$ cat src/pkg/cis_consts.svh
/*
 * Constants of the converter I/O sequencer: clock rate, filter and hold
 * times, switch codes, register offsets, field positions, reset values.
 * Assumes a 250 MHz clock and a 32-bit AHB-Lite register bus.
 */
`ifndef CIS_CONSTS_SVH
`define CIS_CONSTS_SVH
// ==========================================
// timing
`define CIS_CLK_MHZ 250
`define CIS_FILT_NS 1000
`define CIS_FILT_CYC ((`CIS_FILT_NS * `CIS_CLK_MHZ + 999) / 1000)
`define CIS_RES_HOLD_MS 100
`define CIS_RES_HOLD_CYC (`CIS_RES_HOLD_MS * `CIS_CLK_MHZ * 1000)
// ==========================================
// setting switch codes
`define CIS_SW_ESTOP_EN 4'h4
`define CIS_SW_MC_OFF 4'h1
// ==========================================
// register offsets
`define CIS_ADDR_STATUS 8'h00
`define CIS_ADDR_CLASS 8'h04
`define CIS_ADDR_INT_STAT 8'h08
`define CIS_ADDR_INT_CLR 8'h0C
`define CIS_ADDR_INT_EN 8'h10
// ==========================================
// fields and reset values
`define CIS_STAT_SW_LSB 4
`define CIS_STAT_ALM_LSB 8
`define CIS_STAT_RES_BIT 16
`define CIS_INT_ALARM 0
`define CIS_INT_ESTOP 1
`define CIS_INT_RESET 2
`define CIS_INT_DROP 3
`define CIS_CLASS_RST 8'hFF
`define CIS_INT_EN_RST 4'h0
`endif

$ cat src/pkg/cis_pkg.sv
/*
 * Types of the converter I/O sequencer: state codes and bus carriers.
 * Assumes the constants header is included by cis_io_sequencer and the bench.
 */
package cis_pkg;
	// ==========================================
	// types
	typedef enum logic [3:0] {
		ST_OFF = 4'h1,
		ST_READY = 4'h2,
		ST_ESTOP = 4'h4,
		ST_ALARM = 4'h8
	} cis_state_e;
	typedef logic [7:0] cis_fault_t;
	typedef logic [3:0] cis_irq_t;
	typedef struct packed {
		logic hsel;
		logic [31:0] haddr;
		logic [1:0] htrans;
		logic hwrite;
		logic [2:0] hsize;
		logic [31:0] hwdata;
		logic hready;
	} cis_ahb_req_s;
	typedef struct packed {
		logic [31:0] hrdata;
		logic hreadyout;
		logic hresp;
	} cis_ahb_rsp_s;
endpackage

$ cat src/design/cis_sync_filter.sv
/*
 * Two-flop synchroniser followed by a stability filter for a pin group.
 * Assumes the inputs are asynchronous to clk.
 */
`timescale 1ns/100ps
`default_nettype none
module cis_sync_filter #(
	parameter int W = 1,
	parameter int FILT = 4
) (
	input wire logic clk,
	input wire logic reset_n,
	input wire logic [W-1:0] din,
	output logic [W-1:0] dout
);
	localparam int CW = $clog2(FILT + 1);
	logic [W-1:0] s1, s2, s3;
	logic [CW-1:0] cnt;
	wire logic hold = (s2 != s3) || (s2 == dout);
	wire logic done = (cnt == CW'(FILT - 1));
	always_ff @(posedge clk or negedge reset_n) begin
		if (!reset_n) begin
			s1 <= '0;
			s2 <= '0;
			s3 <= '0;
		end else begin
			s1 <= din;
			s2 <= s1;
			s3 <= s2;
		end
	end
	always_ff @(posedge clk or negedge reset_n) begin
		if (!reset_n) begin
			cnt <= '0;
			dout <= '0;
		end else if (hold) begin
			cnt <= '0;
		end else if (done) begin
			cnt <= '0;
			dout <= s2;
		end else begin
			cnt <= cnt + CW'(1);
		end
	end
endmodule // cis_sync_filter
`default_nettype wire

$ cat src/design/cis_hold_timer.sv
/*
 * Minimum-hold detector: one pulse once the level has stood HOLD cycles.
 * Assumes a synchronous, filtered input level.
 */
`timescale 1ns/100ps
`default_nettype none
module cis_hold_timer #(
	parameter int HOLD = 8
) (
	input wire logic clk,
	input wire logic reset_n,
	input wire logic lvl,
	output logic fire
);
	localparam int CW = $clog2(HOLD + 1);
	logic [CW-1:0] cnt;
	wire logic full = (cnt == CW'(HOLD));
	always_ff @(posedge clk or negedge reset_n) begin
		if (!reset_n) begin
			cnt <= '0;
			fire <= 1'b0;
		end else begin
			cnt <= !lvl ? '0 : (full ? cnt : cnt + CW'(1));
			fire <= lvl && (cnt == CW'(HOLD - 1));
		end
	end
endmodule // cis_hold_timer
`default_nettype wire

$ cat src/design/cis_io_sequencer.sv
/*
 * Converter I/O sequencer: forced stop, alarm reset, alarm latch, ready
 * and permission outputs, alarm contact, contactor drive, register slave.
 * Assumes pins arrive asynchronously and a single AHB-Lite master.
 */
`timescale 1ns/100ps
`default_nettype none
`include "cis_consts.svh"
module cis_io_sequencer import cis_pkg::*; #(
	parameter int RES_HOLD_CYC = `CIS_RES_HOLD_CYC
) (
	input wire logic clk,
	input wire logic reset_n,
	input wire logic forcedStopIn,
	input wire logic alarmResetIn,
	input wire logic [3:0] converterSettingSwitch,
	input wire logic driveStartCmd,
	input wire cis_fault_t protectFault,
	input wire cis_ahb_req_s ahbReq,
	output cis_ahb_rsp_s ahbRsp,
	output logic alarmOut,
	output logic converterReadyOut,
	output logic operationPermitOut,
	output logic resetEchoOut,
	output logic alarmContactNo,
	output logic alarmContactNc,
	output logic contactorDriveA,
	output logic contactorDriveB,
	output logic mainCircuitOffWarning,
	output logic servoOffReq,
	output logic irq
);
	// ==========================================
	// pin conditioning
	logic [14:0] pinLvl;
	logic resetFire;
	cis_sync_filter #(
		.W(15),
		.FILT(`CIS_FILT_CYC)
	) u_pins (
		.clk(clk),
		.reset_n(reset_n),
		.din({protectFault, driveStartCmd, converterSettingSwitch, alarmResetIn, forcedStopIn}),
		.dout(pinLvl)
	);
	wire logic stopLvl = pinLvl[0];
	wire logic resLvl = pinLvl[1];
	wire logic [3:0] swLvl = pinLvl[5:2];
	wire logic startLvl = pinLvl[6];
	wire cis_fault_t faultLvl = pinLvl[14:7];
	cis_hold_timer #(
		.HOLD(RES_HOLD_CYC)
	) u_hold (
		.clk(clk),
		.reset_n(reset_n),
		.lvl(resLvl),
		.fire(resetFire)
	);

	// ==========================================
	// alarm latch
	cis_state_e state, nextState;
	cis_fault_t alarmLatch, classMask;
	wire logic estopEn = (swLvl == `CIS_SW_ESTOP_EN);
	wire logic mcEn = (swLvl != `CIS_SW_MC_OFF);
	wire logic estopActive = estopEn && !stopLvl;
	wire cis_fault_t faultSet = faultLvl & {8{startLvl}};
	wire cis_fault_t clrMask = resetFire ? classMask : 8'h00;
	wire cis_fault_t next_alarmLatch = (alarmLatch & ~clrMask) | faultSet;
	wire logic alarmActive = (alarmLatch != 8'h00);
	wire logic next_alarmActive = (next_alarmLatch != 8'h00);

	// ==========================================
	// sequence
	always_comb begin
		nextState = state;
		unique case (state)
			ST_OFF: begin
				if (alarmActive)
					nextState = ST_ALARM;
				else if (estopActive)
					nextState = ST_ESTOP;
				// ready-off holds while the alarm reset is still applied
				else if (startLvl && !resLvl)
					nextState = ST_READY;
			end
			ST_READY: begin
				if (alarmActive)
					nextState = ST_ALARM;
				else if (estopActive)
					nextState = ST_ESTOP;
				else if (resetFire || !startLvl)
					nextState = ST_OFF;
			end
			ST_ESTOP: begin
				if (!estopActive)
					nextState = alarmActive ? ST_ALARM : ST_OFF;
			end
			ST_ALARM: begin
				if (!alarmActive)
					nextState = ST_OFF;
			end
			default: nextState = ST_OFF;
		endcase
	end
	wire logic next_ready = (nextState == ST_READY);
	wire logic next_contactor = next_ready && mcEn;
	wire logic next_estop = (nextState == ST_ESTOP);

	// ==========================================
	// interrupt events
	cis_irq_t intStat, intEn, intClr;
	cis_irq_t events;
	assign events[`CIS_INT_ALARM] = |(faultSet & ~alarmLatch);
	assign events[`CIS_INT_ESTOP] = next_estop && (state != ST_ESTOP);
	assign events[`CIS_INT_RESET] = resetFire;
	assign events[`CIS_INT_DROP] = (state == ST_READY) && !next_ready;
	// an event wins over a clear in the same cycle
	wire cis_irq_t next_intStat = (intStat & ~intClr) | events;

	always_ff @(posedge clk or negedge reset_n) begin
		if (!reset_n) begin
			state <= ST_OFF;
			alarmLatch <= 8'h00;
			intStat <= 4'h0;
			irq <= 1'b0;
		end else begin
			state <= nextState;
			alarmLatch <= next_alarmLatch;
			intStat <= next_intStat;
			irq <= |(next_intStat & intEn);
		end
	end

	// ==========================================
	// pin outputs
	always_ff @(posedge clk or negedge reset_n) begin
		if (!reset_n) begin
			alarmOut <= 1'b1;
			converterReadyOut <= 1'b0;
			operationPermitOut <= 1'b1;
			resetEchoOut <= 1'b0;
			alarmContactNo <= 1'b0;
			alarmContactNc <= 1'b1;
			contactorDriveA <= 1'b0;
			contactorDriveB <= 1'b0;
			mainCircuitOffWarning <= 1'b0;
			servoOffReq <= 1'b0;
		end else begin
			alarmOut <= !next_alarmActive;
			converterReadyOut <= next_ready;
			operationPermitOut <= !next_ready;
			resetEchoOut <= resLvl;
			alarmContactNo <= next_alarmActive;
			alarmContactNc <= !next_alarmActive;
			contactorDriveA <= next_contactor;
			contactorDriveB <= next_contactor;
			mainCircuitOffWarning <= next_estop;
			servoOffReq <= next_estop || (nextState == ST_ALARM);
		end
	end

	// ==========================================
	// register slave
	function automatic logic hit(input logic [31:0] a, input logic [7:0] off);
		hit = (a[31:8] == 24'h000000) && (a[7:0] == off);
	endfunction
	logic wrPend;
	logic [31:0] wrAddr;
	wire logic addrPhase = ahbReq.hsel && ahbReq.htrans[1] && ahbReq.hready;
	wire logic rdTake = addrPhase && !ahbReq.hwrite;
	wire logic wrClass = wrPend && hit(wrAddr, `CIS_ADDR_CLASS);
	wire logic wrIntEn = wrPend && hit(wrAddr, `CIS_ADDR_INT_EN);
	wire logic wrIntClr = wrPend && hit(wrAddr, `CIS_ADDR_INT_CLR);
	assign intClr = wrIntClr ? ahbReq.hwdata[3:0] : 4'h0;
	logic [31:0] statusWord, rdMux;
	assign statusWord = {15'h0000, resLvl, alarmLatch, swLvl, state};
	assign rdMux = hit(ahbReq.haddr, `CIS_ADDR_STATUS) ? statusWord :
		hit(ahbReq.haddr, `CIS_ADDR_CLASS) ? {24'h000000, classMask} :
		hit(ahbReq.haddr, `CIS_ADDR_INT_STAT) ? {28'h0000000, intStat} :
		hit(ahbReq.haddr, `CIS_ADDR_INT_EN) ? {28'h0000000, intEn} : 32'h00000000;

	// a write lands at the end of its data phase
	always_ff @(posedge clk or negedge reset_n) begin
		if (!reset_n) begin
			wrPend <= 1'b0;
			wrAddr <= 32'h00000000;
		end else if (ahbReq.hready) begin
			wrPend <= addrPhase && ahbReq.hwrite;
			wrAddr <= ahbReq.haddr;
		end
	end
	always_ff @(posedge clk or negedge reset_n) begin
		if (!reset_n) begin
			classMask <= `CIS_CLASS_RST;
			intEn <= `CIS_INT_EN_RST;
		end else begin
			if (wrClass)
				classMask <= ahbReq.hwdata[7:0];
			if (wrIntEn)
				intEn <= ahbReq.hwdata[3:0];
		end
	end
	// read data captured at the address phase, held until the next read
	always_ff @(posedge clk or negedge reset_n) begin
		if (!reset_n) begin
			ahbRsp <= '{hrdata: 32'h00000000, hreadyout: 1'b0, hresp: 1'b0};
		end else begin
			ahbRsp.hreadyout <= 1'b1;
			ahbRsp.hresp <= 1'b0;
			if (rdTake)
				ahbRsp.hrdata <= rdMux;
		end
	end
endmodule // cis_io_sequencer
`default_nettype wire

$ cat config.mk
export PLATFORM = sky130hd
export DESIGN_NAME = cis_io_sequencer
export DESIGN_NICKNAME = d
export VERILOG_FILES = /design/src/pkg/cis_pkg.sv /design/src/design/cis_sync_filter.sv /design/src/design/cis_hold_timer.sv /design/src/design/cis_io_sequencer.sv
export VERILOG_INCLUDE_DIRS = /design/src /design/src/pkg
export SDC_FILE = /design/constraint.sdc
export NUM_CORES = 1
export LEC_CHECK = 0
export ABC_CLOCK_PERIOD_IN_PS = 3700
export CORE_MARGIN = 10
export CORE_UTILIZATION = 60
export DETAILED_ROUTE_END_ITERATION = 8
export DONT_BUFFER_PORTS = 1
export PLACE_DENSITY = 0.76
export REMOVE_ABC_BUFFERS = 1
export SKIP_LAST_GASP = 1
export SLEW_MARGIN = 20
export SYNTH_ARGS = -nofsm -noshare
export SYNTH_HDL_FRONTEND = slang
export SYNTH_SLANG_ARGS = --single-unit
$ cat constraint.sdc
create_clock -name clk -period 3.7 [get_ports clk]
set_input_delay 0.37 -clock clk [delete_from_list [all_inputs] [get_ports clk]]
set_output_delay 0.37 -clock clk [all_outputs]
set_load 0.05 [all_outputs]
# [Word-level counts from Yosys, hierarchy flattened]
# Cells that the tools add are included.
[classes] addsub=2 eq_ne=22 mux=20 bitwise=11 reduce_logical=37
[ops] cell="== test 25 bit (second input constant)" n=2
[ops] cell="two-way mux 25 bit" n=2
[ops] cell="zero test 24 bit" n=2
[ops] cell="two-way mux 4 bit" n=12
[ops] cell="two-way mux 8 bit" n=4
[ops] cell="adder 25 x 1 -> 25 bit (second input constant)" n=1
[ops] cell="bitwise AND 8 bit" n=3
[ops] cell="logical AND 1 bit" n=20
[ops] cell="two-way mux 17 bit" n=1
[ops] cell="== test 8 x 3 -> 1 bit (second input constant)" n=2
[ops] cell="== test 8 x 4 -> 1 bit (second input constant)" n=2
[ops] cell="== test 8 x 5 -> 1 bit (second input constant)" n=2
[ops] cell="inverter 8 bit" n=2
[ops] cell="one-hot mux 4 bit (4 select lines)" n=1
[ops] cell="nonzero test 8 bit" n=2
[ops] cell="== test 15 bit" n=1
[ops] cell="!= test 15 bit" n=1
[ops] cell="== test 4 x 3 -> 1 bit (second input constant)" n=3
[ops] cell="adder 8 x 1 -> 8 bit (second input constant)" n=1
[ops] cell="bitwise AND 4 bit" n=2
[ops] cell="== test 4 x 2 -> 1 bit (second input constant)" n=2
[ops] cell="== test 4 bit (second input constant)" n=2
[ops] cell="== test 8 bit (second input constant)" n=1
[ops] cell="zero test 8 bit" n=1
[ops] cell="other kinds (13)" n=20
[totals] reg_bits=197 input_bits=89 output_inout_bits=45 elab_cells=117

# [Logic depth before layout (Yosys ltp)]
# Gate-level depths: netlist (run 1).
[logic_depth] depth_word=12 mapped_depth=7 ltp_nobuf=6

# [Cells and area by module]
# A second synthesis (run 1) with hierarchy kept.
[unflattened] cells_unflattened=675 hier_area_um2=7932.6
[modules_own_cells] mod="cis_io_sequencer" instances=1 cells_each=376 area_per_inst_um2=4115.2 seq_area_each_um2=2215.9
[modules_own_cells] mod="cis_sync_filter" instances=1 cells_each=153 area_per_inst_um2=2422.3 seq_area_each_um2=1701.6
[modules_own_cells] mod="cis_hold_timer" instances=1 cells_each=146 area_per_inst_um2=1395.1 seq_area_each_um2=650.6

# [Worst setup path before layout (run 1)]
# OpenSTA, ideal clock, no wires.
[synth_path] kind="input to register" from="input port ahbReq[55] (netlist bit)" to="register ahbRsp[2] (netlist bit)" setup_ns=0.122 arrival_time_ns=1.684 t_required_ns=3.578 path_slack_ns=1.895 cell_stages=6 n_path_buf=1 path_cell_list="nor4_1 nand4_1 or3_4 nor4_4 buf_6 a21oi_1"
[synth_between] elab_chain_len=6 elab_cells_between_ends=9 cone_classes="mux: 4; reduce/logical: 5"
[synth_lines] item="from (decl)" line_no="cis_io_sequencer.sv:19" source="input wire cis_ahb_req_s ahbReq,"
[synth_lines] item="zero test 24 bit *" line_no="cis_io_sequencer.sv:166" source="hit = (a[31:8] == 24'h000000) && (a[7:0] == off);"
[synth_lines] item="logical AND 1 bit" line_no="cis_io_sequencer.sv:166"
[synth_lines] item="two-way mux 4 bit" line_no="cis_io_sequencer.sv:181" source="hit(ahbReq.haddr, `CIS_ADDR_INT_EN) ? {28'h0000000, intEn} : 32'h00000000;"
[synth_lines] item="two-way mux 4 bit" line_no="cis_io_sequencer.sv:180" source="hit(ahbReq.haddr, `CIS_ADDR_INT_STAT) ? {28'h0000000, intStat} :"
[synth_lines] item="two-way mux 8 bit" line_no="cis_io_sequencer.sv:179" source="hit(ahbReq.haddr, `CIS_ADDR_CLASS) ? {24'h000000, classMask} :"
[synth_lines] item="two-way mux 17 bit *" line_no="cis_io_sequencer.sv:178" source="assign rdMux = hit(ahbReq.haddr, `CIS_ADDR_STATUS) ? statusWord :"
[synth_lines] item="to (signal assigned)" line_no="cis_io_sequencer.sv:207" source="ahbRsp <= '{hrdata: 32'h00000000, hreadyout: 1'b0, hresp: 1'b0};"
[synth_lines] item="to (decl)" line_no="cis_io_sequencer.sv:20" source="output cis_ahb_rsp_s ahbRsp,"
# Every way passes the cells marked *; elsewhere a longest branch is shown, timed or not.
# A chain may end at the register's enable or synchronous reset.

# [Worst setup path after layout (run 1)]
[layout_path] from="register wrAddr[31]" to="register classMask[2]"
[layout_between] elab_chain_len=3
[layout_lines] item="from (decl)" line_no="cis_io_sequencer.sv:169" source="logic [31:0] wrAddr;"
[layout_lines] item="from (signal assigned)" line_no="cis_io_sequencer.sv:190" source="wrAddr <= ahbReq.haddr;"
[layout_lines] item="zero test 24 bit" line_no="cis_io_sequencer.sv:166"
[layout_lines] item="logical AND 1 bit" line_no="cis_io_sequencer.sv:166"
[layout_lines] item="logical AND 1 bit" line_no="cis_io_sequencer.sv:172" source="wire logic wrClass = wrPend && hit(wrAddr, `CIS_ADDR_CLASS);"
[layout_lines] item="to (signal assigned)" line_no="cis_io_sequencer.sv:195" source="classMask <= `CIS_CLASS_RST;"
[layout_lines] item="to (signal assigned)" line_no="cis_io_sequencer.sv:199" source="classMask <= ahbReq.hwdata[7:0];"
[layout_lines] item="to (decl)" line_no="cis_io_sequencer.sv:63" source="cis_fault_t alarmLatch, classMask;"
# No other way between the ends.

==> summary.txt, run 1 <==
Run status
  – Outcome: complete, but fails checks
  – Failing checks: hold timing

Placement
  – Routability congestion estimate: 0.907
  – Post-DP HPWL: around 11000 um
  – PortBufs: 0

Cells and area
  – N_diodes: 0
  – Filler Cell Count: roughly 940
  – NumNets Final: 732
  – Area grow syn2layout: 10.5%
  – Share of cells above drive strength 1: 0.179

Worst setup path
  – Worst EP arrival: roughly 2.6 ns
  – Critical path data required time: 4.06 ns
  – Delay-heaviest family, CP: simple AND/OR/NAND/NOR gates
  – CP peak stage delay: approximately 0.40 ns
  – Cell Chain, Critical Path: nor4b_1, nand4_1, nor2_1, nor4bb_1, buf_4, mux2_2
  – Worst setup EP type: flip-flop
  – Kind of critical path: flip-flop to flip-flop
  – Crit start category: flip-flop
  – WP buf/inv: 1
  – Crit Path Max Fanout: 8
  – Slowest CP cell: nor4b_1

Clock tree
  – Hold_buf cts: 15
  – CTS Root Cell: clkbuf_16
  – CTS HTree Levels: 4
  – Post-CTS Setup Bufs: 0
  – Worst-Skew Late Latency: 0.43 ns
  – CTS Sinks: about 180
  – Buffer depth of the longest clock path: 2
  – CTS tree: done
  – CTS clk-pin slew, worst paths: roughly 0.07 ns
  – PostCTS Resize Cnt: 0
  – TritonCTS Buffers: 17

Power
  – LEAKAGE: 3.72 nW
  – Max rail drop VDD: approximately 330 uV
  – PwrDens: approximately 470 nW/um^2

Logic synthesis
  – Area share of the largest cell type after synthesis: 0.555
  – Number of library cell types mapped by synthesis: 59
  – Ys flop type: dfrtp_1
  – Register bit total from synthesis: 182
  – Seq/Total Area, Yosys: 0.593
  – Asr flop ratio synth: 1.00
  – EDFF count, synth: 0
  – Most common cell in the netlist: dfrtp_1
  – Most instantiated cells after synthesis: 171 x dfrtp_1, 58 x mux2_2, 42 x nor2_1, 35 x xor2_1, 27 x nand2_1
  – Top cell type by total area after synthesis: dfrtp_1
  – Leading post-synthesis cells by cell area: dfrtp_1 56%, mux2_2 8.5%, xor2_1 4.0%
  – Mean post-synth cell area: 12.4 um^2
  – Synthesized cell area: 7700 um^2
  – Synthesized instance count: 621
  – Syn. warnings: 0

Floorplanning
  – Die area: ~18000 um^2
  – Row cnt: 41
  – Starting Density: 0.610
  – Die Span Y: 133 um
  – IO Count: 134
  – Die span in x: 133 um
  – Core Box Area: around 13000 um^2

STA
  – Achievable Freq: between 0.4 and 0.5 GHz
  – Worst-margin pin slew: 0.943 ns
  – Max-slew violations: 0
  – Slew margin rel.: 0.367
  – Setup Skew: around 0.008 ns
  – RSZ-0062 raised after global routing: false
  – Tmin final: 2.19 ns
  – Fin Hold WS: -0.369 ns
  – Setup total negative slack: 0 ns
  – Final Hold Vio Count: 182
  – Fin crit share: 0.592
  – # setup viols final: 0

GRT
  – Vias in the first global route: 5095
  – Initial antenna violation count: 0
  – Grt ovf: 0
  – Global-route wire length before repair: between 20000 and 30000 um
  – Largest net degree at the start of global routing: between 150 and 200
  – Gr usage total: 0.182

Hold path
  – Worst min path class: primary input to async pin

Detailed routing
  – Initial DRT Pass Iterations: 5
  – Drt drc: 0
  – Routed len/inst: 19.1 um
  – Via density: 5.81
  – Detailed Route WL: 15800 um
  – Post-route ant nets: 0
  – Initial DRC Count: 374
  – Via count: 4784

Flow run
  – Max-Cap Viols: 0
-- where the power goes --
group          internal (mW)  total, mW  switching (mW)
clock network          0.962       1.75           0.787
logic                 0.0672      0.133          0.0655
registers               2.05       2.09          0.0419
total                   3.08       3.97           0.894
-- flip-flops by register name, summed over array words and instances (netlist names), 15 cells and up --
name,count
u_pins.s3,15
ahbRsp,18
u_pins.s2,15
u_pins.dout,15
u_hold.cnt,25
u_pins.s1,15
wrAddr,32
-- worst register-to-register path: stages (launching register included) --
cell and delay, ns:
dfrtp_1 0.38, nor4b_1 0.40, nand4_1 0.26, nor2_1 0.20, nor4bb_1 0.28, buf_4 0.24
mux2_2 0.36
-- area by class of cell --
class,instances,area [um^2],area share
Multi-Input combinational cell,395,2890,0.339
Tap cell,172,215,0.0253
Inverter,26,97.6,0.0115
Sequential cell,182,4570,0.537
Clock buffer,18,439,0.0516
Timing Repair Buffer,17,165,0.0194
Clock inverter,14,140,0.0165
-- per-layer routing --
metal,GRT usage,part of all wire
met5,0,0
met3,0.0594,0.069
met2,0.304,0.50
met1,0.216,0.41
met4,0.0659,0.018
-- cell families after synthesis --
group           count (synthesis)  synth area share
flops                         182             0.593
fa+ha+maj                       4           0.00650
mux                            60            0.0874
compound gates                 72            0.0703
simple gates                  183             0.135
other cells                     2          0.000975
buf+inv                        59            0.0393
xor+xnor                       59            0.0671
-- through the flow --
stage	worst slack [ns]	instance area [um^2]	power, mW	util	instances
after floorplan	1.33	7550	2.23	-	603
after CTS	1.49	8510	4.00	0.675	824
final	1.51	8510	3.97	0.675	824
after global placement	1.28	7780	2.24	0.617	777
after global routing	1.32	8510	4.11	0.675	824
after detailed placement	1.20	7780	2.25	0.617	777
-- placed cells by master (no fill, tap or decap), types with 15 or more instances in the layout --
cell type | netlist | layout
nand4_1 | 18 | 18
nor2_1 | 42 | 42
dlygate4sd3_1 | 0 | 15
nor4_1 | 21 | 21
mux2_2 | 58 | 58
xor2_1 | 35 | 35
nand3_1 | 16 | 16
xnor2_1 | 24 | 24
clkbuf_16 | 0 | 17
dfrtp_1 | 171 | 171
conb_1 | 2 | 17
inv_1 | 25 | 25
nand2_1 | 27 | 27
a22o_1 | 18 | 18
-- worst paths after layout --
path | from | to | slack (ns) | cells after the start
setup / recovery | wrAddr[31]$_DFFE_PN0P_ | classMask[2]$_DFFE_PN1P_ | 1.51 | 6
hold / removal | reset_n | ahbRsp[6]$_DFFE_PN0P_ | -0.37 | 0
setup reg to reg | wrAddr[31]$_DFFE_PN0P_ | classMask[2]$_DFFE_PN1P_ | 1.51 | 6
hold reg to reg | u_pins.s1[2]$_DFF_PN0_ | u_pins.s2[2]$_DFF_PN0_ | 0.35 | 0
max in group asynchronous | reset_n | classMask[5]$_DFFE_PN1P_ | 3.76 | 0
min in group clk | ahbReq[0] | wrPend$_DFFE_PN0P_ | 0.05 | 1
Note: power is estimated with default switching activity, not from simulation.
==> run 2, diff against run 1 <==
- ABC_CLOCK_PERIOD_IN_PS: 3700 -> 2100
- clock period: 3.7 -> 2.1 ns (I/O delays scaled with it)
==> summary.txt, run 2 (synthesis gave the netlist of run 1 again) <==
Worst setup path
  – Worst Setup EP: intEn[0]$_DFFE_PN0P_
  – Flop-to-flop setup slack: 0.06 ns (-1.45 ns)
  – Critical path data required time: 2.40 ns (-1.66 ns)
  – Kind of critical path: flip-flop to flip-flop
  – Worst path depth: 6 (unchanged)
  – Cell Chain, Critical Path: nor4_2, nand4_1, nor2_2, buf_4, and4bb_2, mux2_2
  – Worst EP arrival: 2.34 ns (-0.21 ns)
  – Critical R2R Capture: intEn[0]$_DFFE_PN0P_
  – WP buf/inv: 1 (unchanged)
  – Crit start category: flip-flop
  – Reg2reg path depth: 6 (unchanged)
  – Slowest CP cell: dfrtp_1
  – R2r startpoint: wrAddr[20]$_DFFE_PN0P_
  – Worst setup EP type: flip-flop
  – CP startpoint: wrAddr[20]$_DFFE_PN0P_
  – CP peak stage delay: 0.40 ns (about the same)
  – Crit Path Max Fanout: 4 (-4)
  – Delay-heaviest family, CP: simple AND/OR/NAND/NOR gates

Detailed routing
  – Initial DRT Pass Iterations: 5 (unchanged)
  – Detailed Route WL: 17500 um (+11%)
  – Post-route ant nets: 0 (unchanged)
  – Via count: 5133 (+7.3%)
  – Routed len/inst: 19.7 um (+2.8%)
  – Drt drc: 0 (unchanged)
  – Via density: 5.79 (-0.33%)
  – Initial DRC Count: 408 (+9.1%)

STA
  – Worst-margin pin slew: 0.608 ns (-0.335 ns)
  – # setup viols final: 0 (unchanged)
  – Max-slew violations: 0 (unchanged)
  – Tmin final: 2.04 ns (-0.153 ns)
  – RSZ-0062 raised after global routing: true
  – Achievable Freq: 0.491 GHz (+7.5%)
  – Final Hold Vio Count: 182 (unchanged)
  – Fin Hold WS: -0.518 ns (-0.149 ns)
  – Fin crit share: 0.971 (+0.378)
  – Setup Skew: 0.0127 ns (+0.00475 ns)
  – Slew margin rel.: 0.593 (+0.226)

Run status
  – Failing checks: hold timing
  – Outcome: complete, but fails checks

Cells and area
  – Share of cells above drive strength 1: 0.200 (+0.0208)
  – Max FFs per register: 32 (unchanged)
  – NumNets Final: 794 (+8.5%)
  – Top reg by flops: wrAddr
  – Most frequent cells in the layout: 171 x dfrtp_1, 58 x mux2_2, 56 x dlygate4sd3_1, 41 x nor2_1, 35 x xor2_1
  – Filler Cell Count: 866 (-8.2%)
  – Storage cell area: 4570 um^2 (unchanged)
  – Final core utilization: 0.727 (+0.0526)
  – Commonest non-fill, non-tap cell in the layout: dfrtp_1
  – Largest regs: wrAddr: 32 flops, u_hold.cnt: 25 flops, ahbRsp: 18 flops
  – Area of the multi-input gates: 2950 um^2 (+2.0%)
  – Post-route cell area: 9180 um^2 (+7.8%)
  – Area grow syn2layout: 19.1%

Clock tree
  – CTS tree: done
  – CTS Sinks: 182 (unchanged)
  – CTS Root Cell: clkbuf_16
  – Worst-Skew Late Latency: 0.43 ns (about the same)
  – CTS HTree Levels: 4 (unchanged)
  – Hold_buf cts: 57 (+42)
  – CTS clk-pin slew, worst paths: 0.07 ns (about the same)
  – TritonCTS Buffers: 17 (unchanged)
  – Buffer depth of the longest clock path: 2 (unchanged)

Power
  – Max rail drop VDD: 770 uV (+130%)
  – Power Total: 7.21 mW (+81%)
  – PwrDens: 785 nW/um^2 (+68%)
  – LEAKAGE: 4.03 nW (+8.3%)

Floorplanning
  – Starting Density: 0.610 (unchanged)
  – Core Box Area: 12600 um^2 (unchanged)
  – Die Span Y: 133 um (unchanged)
  – Row cnt: 41 (unchanged)
  – Die area: 17800 um^2 (unchanged)
  – IO Count: 134 (unchanged)
  – Die span in x: 133 um (unchanged)

GRT
  – Gr usage total: 0.199 (+0.0165)
  – Grt ovf: 0 (unchanged)
  – Vias in the first global route: 5467 (+7.3%)
  – Largest net degree at the start of global routing: 183 (unchanged)
  – Initial antenna violation count: 1 (+1)
  – Global-route wire length before repair: 28400 um (+9.1%)

Placement
  – Post-DP HPWL: 11400 um (+2.5%)
  – Dpl cell area: 7920 um^2 (+1.7%)
  – PortBufs: 0 (unchanged)
  – Routability congestion estimate: 0.879 (-3.0%)

Hold path
  – Worst min path class: primary input to async pin

Flow run
  – Max-Cap Viols: 0 (unchanged)
## run 2: area by class of cell
class,count,share of cell area
Tap cell,172,0.0234
Inverter,26,0.0106
Antenna cell,1,0.000273
Timing Repair Buffer,79,0.0817
Clock buffer,20,0.0498
Clock inverter,12,0.0154
Multi-Input combinational cell,395,0.321
Sequential cell,182,0.498
## run 2: how the worst min path moves through the flow
| stage | slack, ns | depth (start not counted) | endpoint |
|---|---|---|---|
| floorplan | -0.09 | 0 | ahbRsp[10]$_DFFE_PN0P_ |
| CTS | -0.53 | 0 | alarmLatch[6]$_DFF_PN0_ |
| finish | -0.52 | 0 | alarmLatch[2]$_DFF_PN0_ |
| global route | -0.54 | 0 | alarmLatch[6]$_DFF_PN0_ |
| global placement | -0.08 | 0 | ahbRsp[11]$_DFFE_PN0P_ |
| detailed placement | -0.08 | 0 | ahbRsp[13]$_DFFE_PN0P_ |
## run 2: timing repair
| item | CTS | global route |
|---|---|---|
| resized for setup | 1 | 9 |
| endpoints found under the setup margin | 8 | 24 |
| pin swaps | 0 | 5 |
| buffers inserted | 0 | 2 |
| hold endpoints to repair | 245 | 182 |
## run 2: report_power, final
group          switching (mW)  internal [mW]
Combinational           0.154          0.177
Clock                    1.33           1.84
Sequential             0.0915           3.61
Total                    1.58           5.63
## run 2: per-stage QoR
stage	instances	setup slack, ns	hold slack, ns	setup TNS (ns)
finish	887	0.0617	-0.518	0
global route	887	-0.0206	-0.545	-0.0593
CTS	884	0.00727	-0.531	0
detailed placement	795	0.0305	-0.0801	0
global placement	795	0.0885	-0.0789	0
floorplan	603	-0.275	-0.0856	-2.04
## run 2: metal layers
metal / wire length, um / share of wire / track usage
met1: 6730 / 0.39 / 0.224
met2: 9230 / 0.53 / 0.347
met3: 1080 / 0.062 / 0.0643
met4: 408 / 0.023 / 0.0695
met5: 0 / 0 / 0
==> run 3, diff against run 2 <==
- CORE_ASPECT_RATIO: unset -> 1.2
- SLEW_MARGIN: 20 -> 10
- TNS_END_PERCENT: unset -> 1
==> summary.txt, run 3 (synthesis gave the netlist of run 1 again) <==
Run status
  – Outcome: complete, but fails checks
  – Failing checks: hold timing

Power
  – Clk pwr share: 0.434 (-0.006)
  – LEAKAGE: 4.05 nW (+0.51%)
  – PwrDens: 777 nW/um^2 (-0.97%)
  – Max rail drop VDD: 583 uV (-24%)
  – Sequential power share: 0.519 (+0.005)
  – P_int: 5.54 mW (-1.6%)
  – Net Sw Frac: 0.224 (+0.00547)
  – Logic pwr share: 0.047 (about the same)
  – Power Total: 7.14 mW (-0.88%)
  – P_sw: 1.60 mW (+1.6%)

Clock tree
  – Buffer depth of the longest clock path: 2 (unchanged)
  – Hold_buf cts: 57 (unchanged)
  – CTS Sinks: 182 (unchanged)
  – CTS tree: done
  – CTS HTree Levels: 4 (unchanged)
  – Worst-Skew Late Latency: 0.44 ns (about the same)
  – CTS Root Cell: clkbuf_16
  – TritonCTS Buffers: 17 (unchanged)
  – CTS clk-pin slew, worst paths: 0.07 ns (about the same)

Floorplanning
  – Die span in x: 123 um (-7.4%)
  – Die Span Y: 144 um (+8.1%)
  – IO Count: 134 (unchanged)
  – Row cnt: 45 (+9.8%)
  – Starting Density: 0.611 (about the same)
  – Core Box Area: 12600 um^2 (about the same)
  – Die area: 17800 um^2 (+0.11%)

GRT
  – Largest net degree at the start of global routing: 183 (unchanged)
  – Global-route wire length before repair: 27600 um (-2.8%)
  – Vias in the first global route: 5436 (-0.57%)
  – Initial antenna violation count: 0 (-1)
  – Grt ovf: 0 (unchanged)
  – Gr usage total: 0.200 (+0.00114)

Placement
  – Post-DP HPWL: 11500 um (+0.79%)
  – Routability congestion estimate: 0.932 (+6.0%)
  – Dpl cells: 789 (-0.75%)
  – Worst slack, placed: 0.000107 ns (-0.0304 ns)
  – PortBufs: 0 (unchanged)
  – Dpl cell area: 7940 um^2 (+0.30%)

STA
  – Fin Hold WS: -0.530 ns (-0.0117 ns)
  – Slew margin rel.: 0.596 (+0.00310)
  – Max-slew violations: 0 (unchanged)
  – RSZ-0062 raised after global routing: false
  – # setup viols final: 0 (unchanged)
  – Tmin final: 1.99 ns (-0.0444 ns)
  – Fin crit share: 0.950 (-0.0211)
  – Setup total negative slack: 0 ns (unchanged)
  – Achievable Freq: 0.502 GHz (+2.2%)
  – Post-route worst setup slack: 0.106 ns (+0.0444 ns)
  – Final Hold Vio Count: 182 (unchanged)
  – Worst-margin pin slew: 0.603 ns (-0.00463 ns)
  – Setup Skew: 0.0122 ns (-0.000555 ns)

Cells and area
  – NumNets Final: 797 (+0.38%)
  – Share of cells above drive strength 1: 0.206 (+0.00614)
  – N_diodes: 0 (-1)
  – Final core utilization: 0.728 (+0.00113)
  – Storage cell area: 4570 um^2 (unchanged)
  – Area of the multi-input gates: 2950 um^2 (about the same)
  – Top reg by flops: wrAddr
  – Max FFs per register: 32 (unchanged)
  – Area grow syn2layout: 19.3% (about the same)
  – Finished Layout Cells: 881 (-0.68%)
  – Most frequent cells in the layout: 171 x dfrtp_1, 58 x mux2_2, 56 x dlygate4sd3_1, 41 x nor2_1, 35 x xor2_1
  – Commonest non-fill, non-tap cell in the layout: dfrtp_1
  – Largest regs: wrAddr: 32 flops, u_hold.cnt: 25 flops, ahbRsp: 18 flops
  – Filler Cell Count: 843 (-2.7%)
  – Post-route cell area: 9190 um^2 (about the same)

Hold path
  – Worst min path class: primary input to async pin

Detailed routing
  – Initial DRC Count: 445 (+9.1%)
  – Routed len/inst: 19.6 um (-0.46%)
  – Drt drc: 0 (unchanged)
  – Initial DRT Pass Iterations: 5 (unchanged)
  – Post-route ant nets: 0 (unchanged)
  – Via count: 5178 (+0.88%)
  – Detailed Route WL: 17300 um (-1.1%)
  – Via density: 5.88 (+1.6%)

Worst setup path
  – Critical path data required time: 2.39 ns (about the same)
  – Worst EP arrival: 2.29 ns (-0.05 ns)
  – Crit start category: flip-flop
  – Worst setup EP type: flip-flop
  – Kind of critical path: flip-flop to flip-flop
  – Crit Path Max Fanout: 2 (-2)

Flow run
  – Max-Cap Viols: 0 (unchanged)
-- run 3: worst paths after layout --
path	start	to	slack [ns]	cells past startpoint
max	wrAddr[24]$_DFFE_PN0P_	irq$_DFF_PN0_	0.11	6
min	reset_n	ahbRsp[4]$_DFFE_PN0P_	-0.53	0
max reg2reg	wrAddr[24]$_DFFE_PN0P_	irq$_DFF_PN0_	0.11	6
min reg2reg	u_pins.s1[14]$_DFF_PN0_	u_pins.s2[14]$_DFF_PN0_	0.35	0
max in group asynchronous	reset_n	classMask[5]$_DFFE_PN1P_	2.30	0
min in group clk	ahbReq[41]	ahbRsp[5]$_DFFE_PN0P_	0.04	3
-- run 3: what timing repair did --
| item | in CTS | in global routing |
|---|---|---|
| buffers inserted | 1 | 2 |
| setup endpoints to repair | 7 | 13 |
| pin swaps | 1 | 3 |
| gates resized for setup | 2 | 7 |
| hold endpoints to repair | 246 | 182 |
-- run 3: per-layer routing --
layer  global-route usage  vias to the layer above  share of wire
li1                     -                     2343              -
met1                0.230                     2612           0.39
met2                0.339                      181           0.52
met3               0.0464                       42          0.060
met4                0.103                        0          0.031
met5                    0                        -              0
-- run 3: power groups by stage --
stage	registers [mW]	logic, mW	clock network (mW)
after floorplan	3.73	0.192	0
after detailed placement	3.76	0.215	0
after CTS	3.70	0.321	3.15
after global placement	3.75	0.208	0
after global routing	3.72	0.354	3.30
final	3.71	0.333	3.10
-- run 3: critical path, cell delays in order (launching register included) --
cell	delay (ns)
dfrtp_1	0.42
nor4_4	0.31
nand4_1	0.19
buf_4	0.19
o41a_1	0.41
o21ai_0	0.21
o2111ai_1	0.13
-- run 3: cell type report --
| class | instances | area share |
|---|---|---|
| flip-flops and latches | 182 | 0.497 |
| multi-input cells | 395 | 0.321 |
| repair buffers | 82 | 0.0854 |
| clock buffers | 20 | 0.0508 |
| well taps | 164 | 0.0223 |
| clock inverters | 12 | 0.0129 |
| inverters | 26 | 0.0106 |
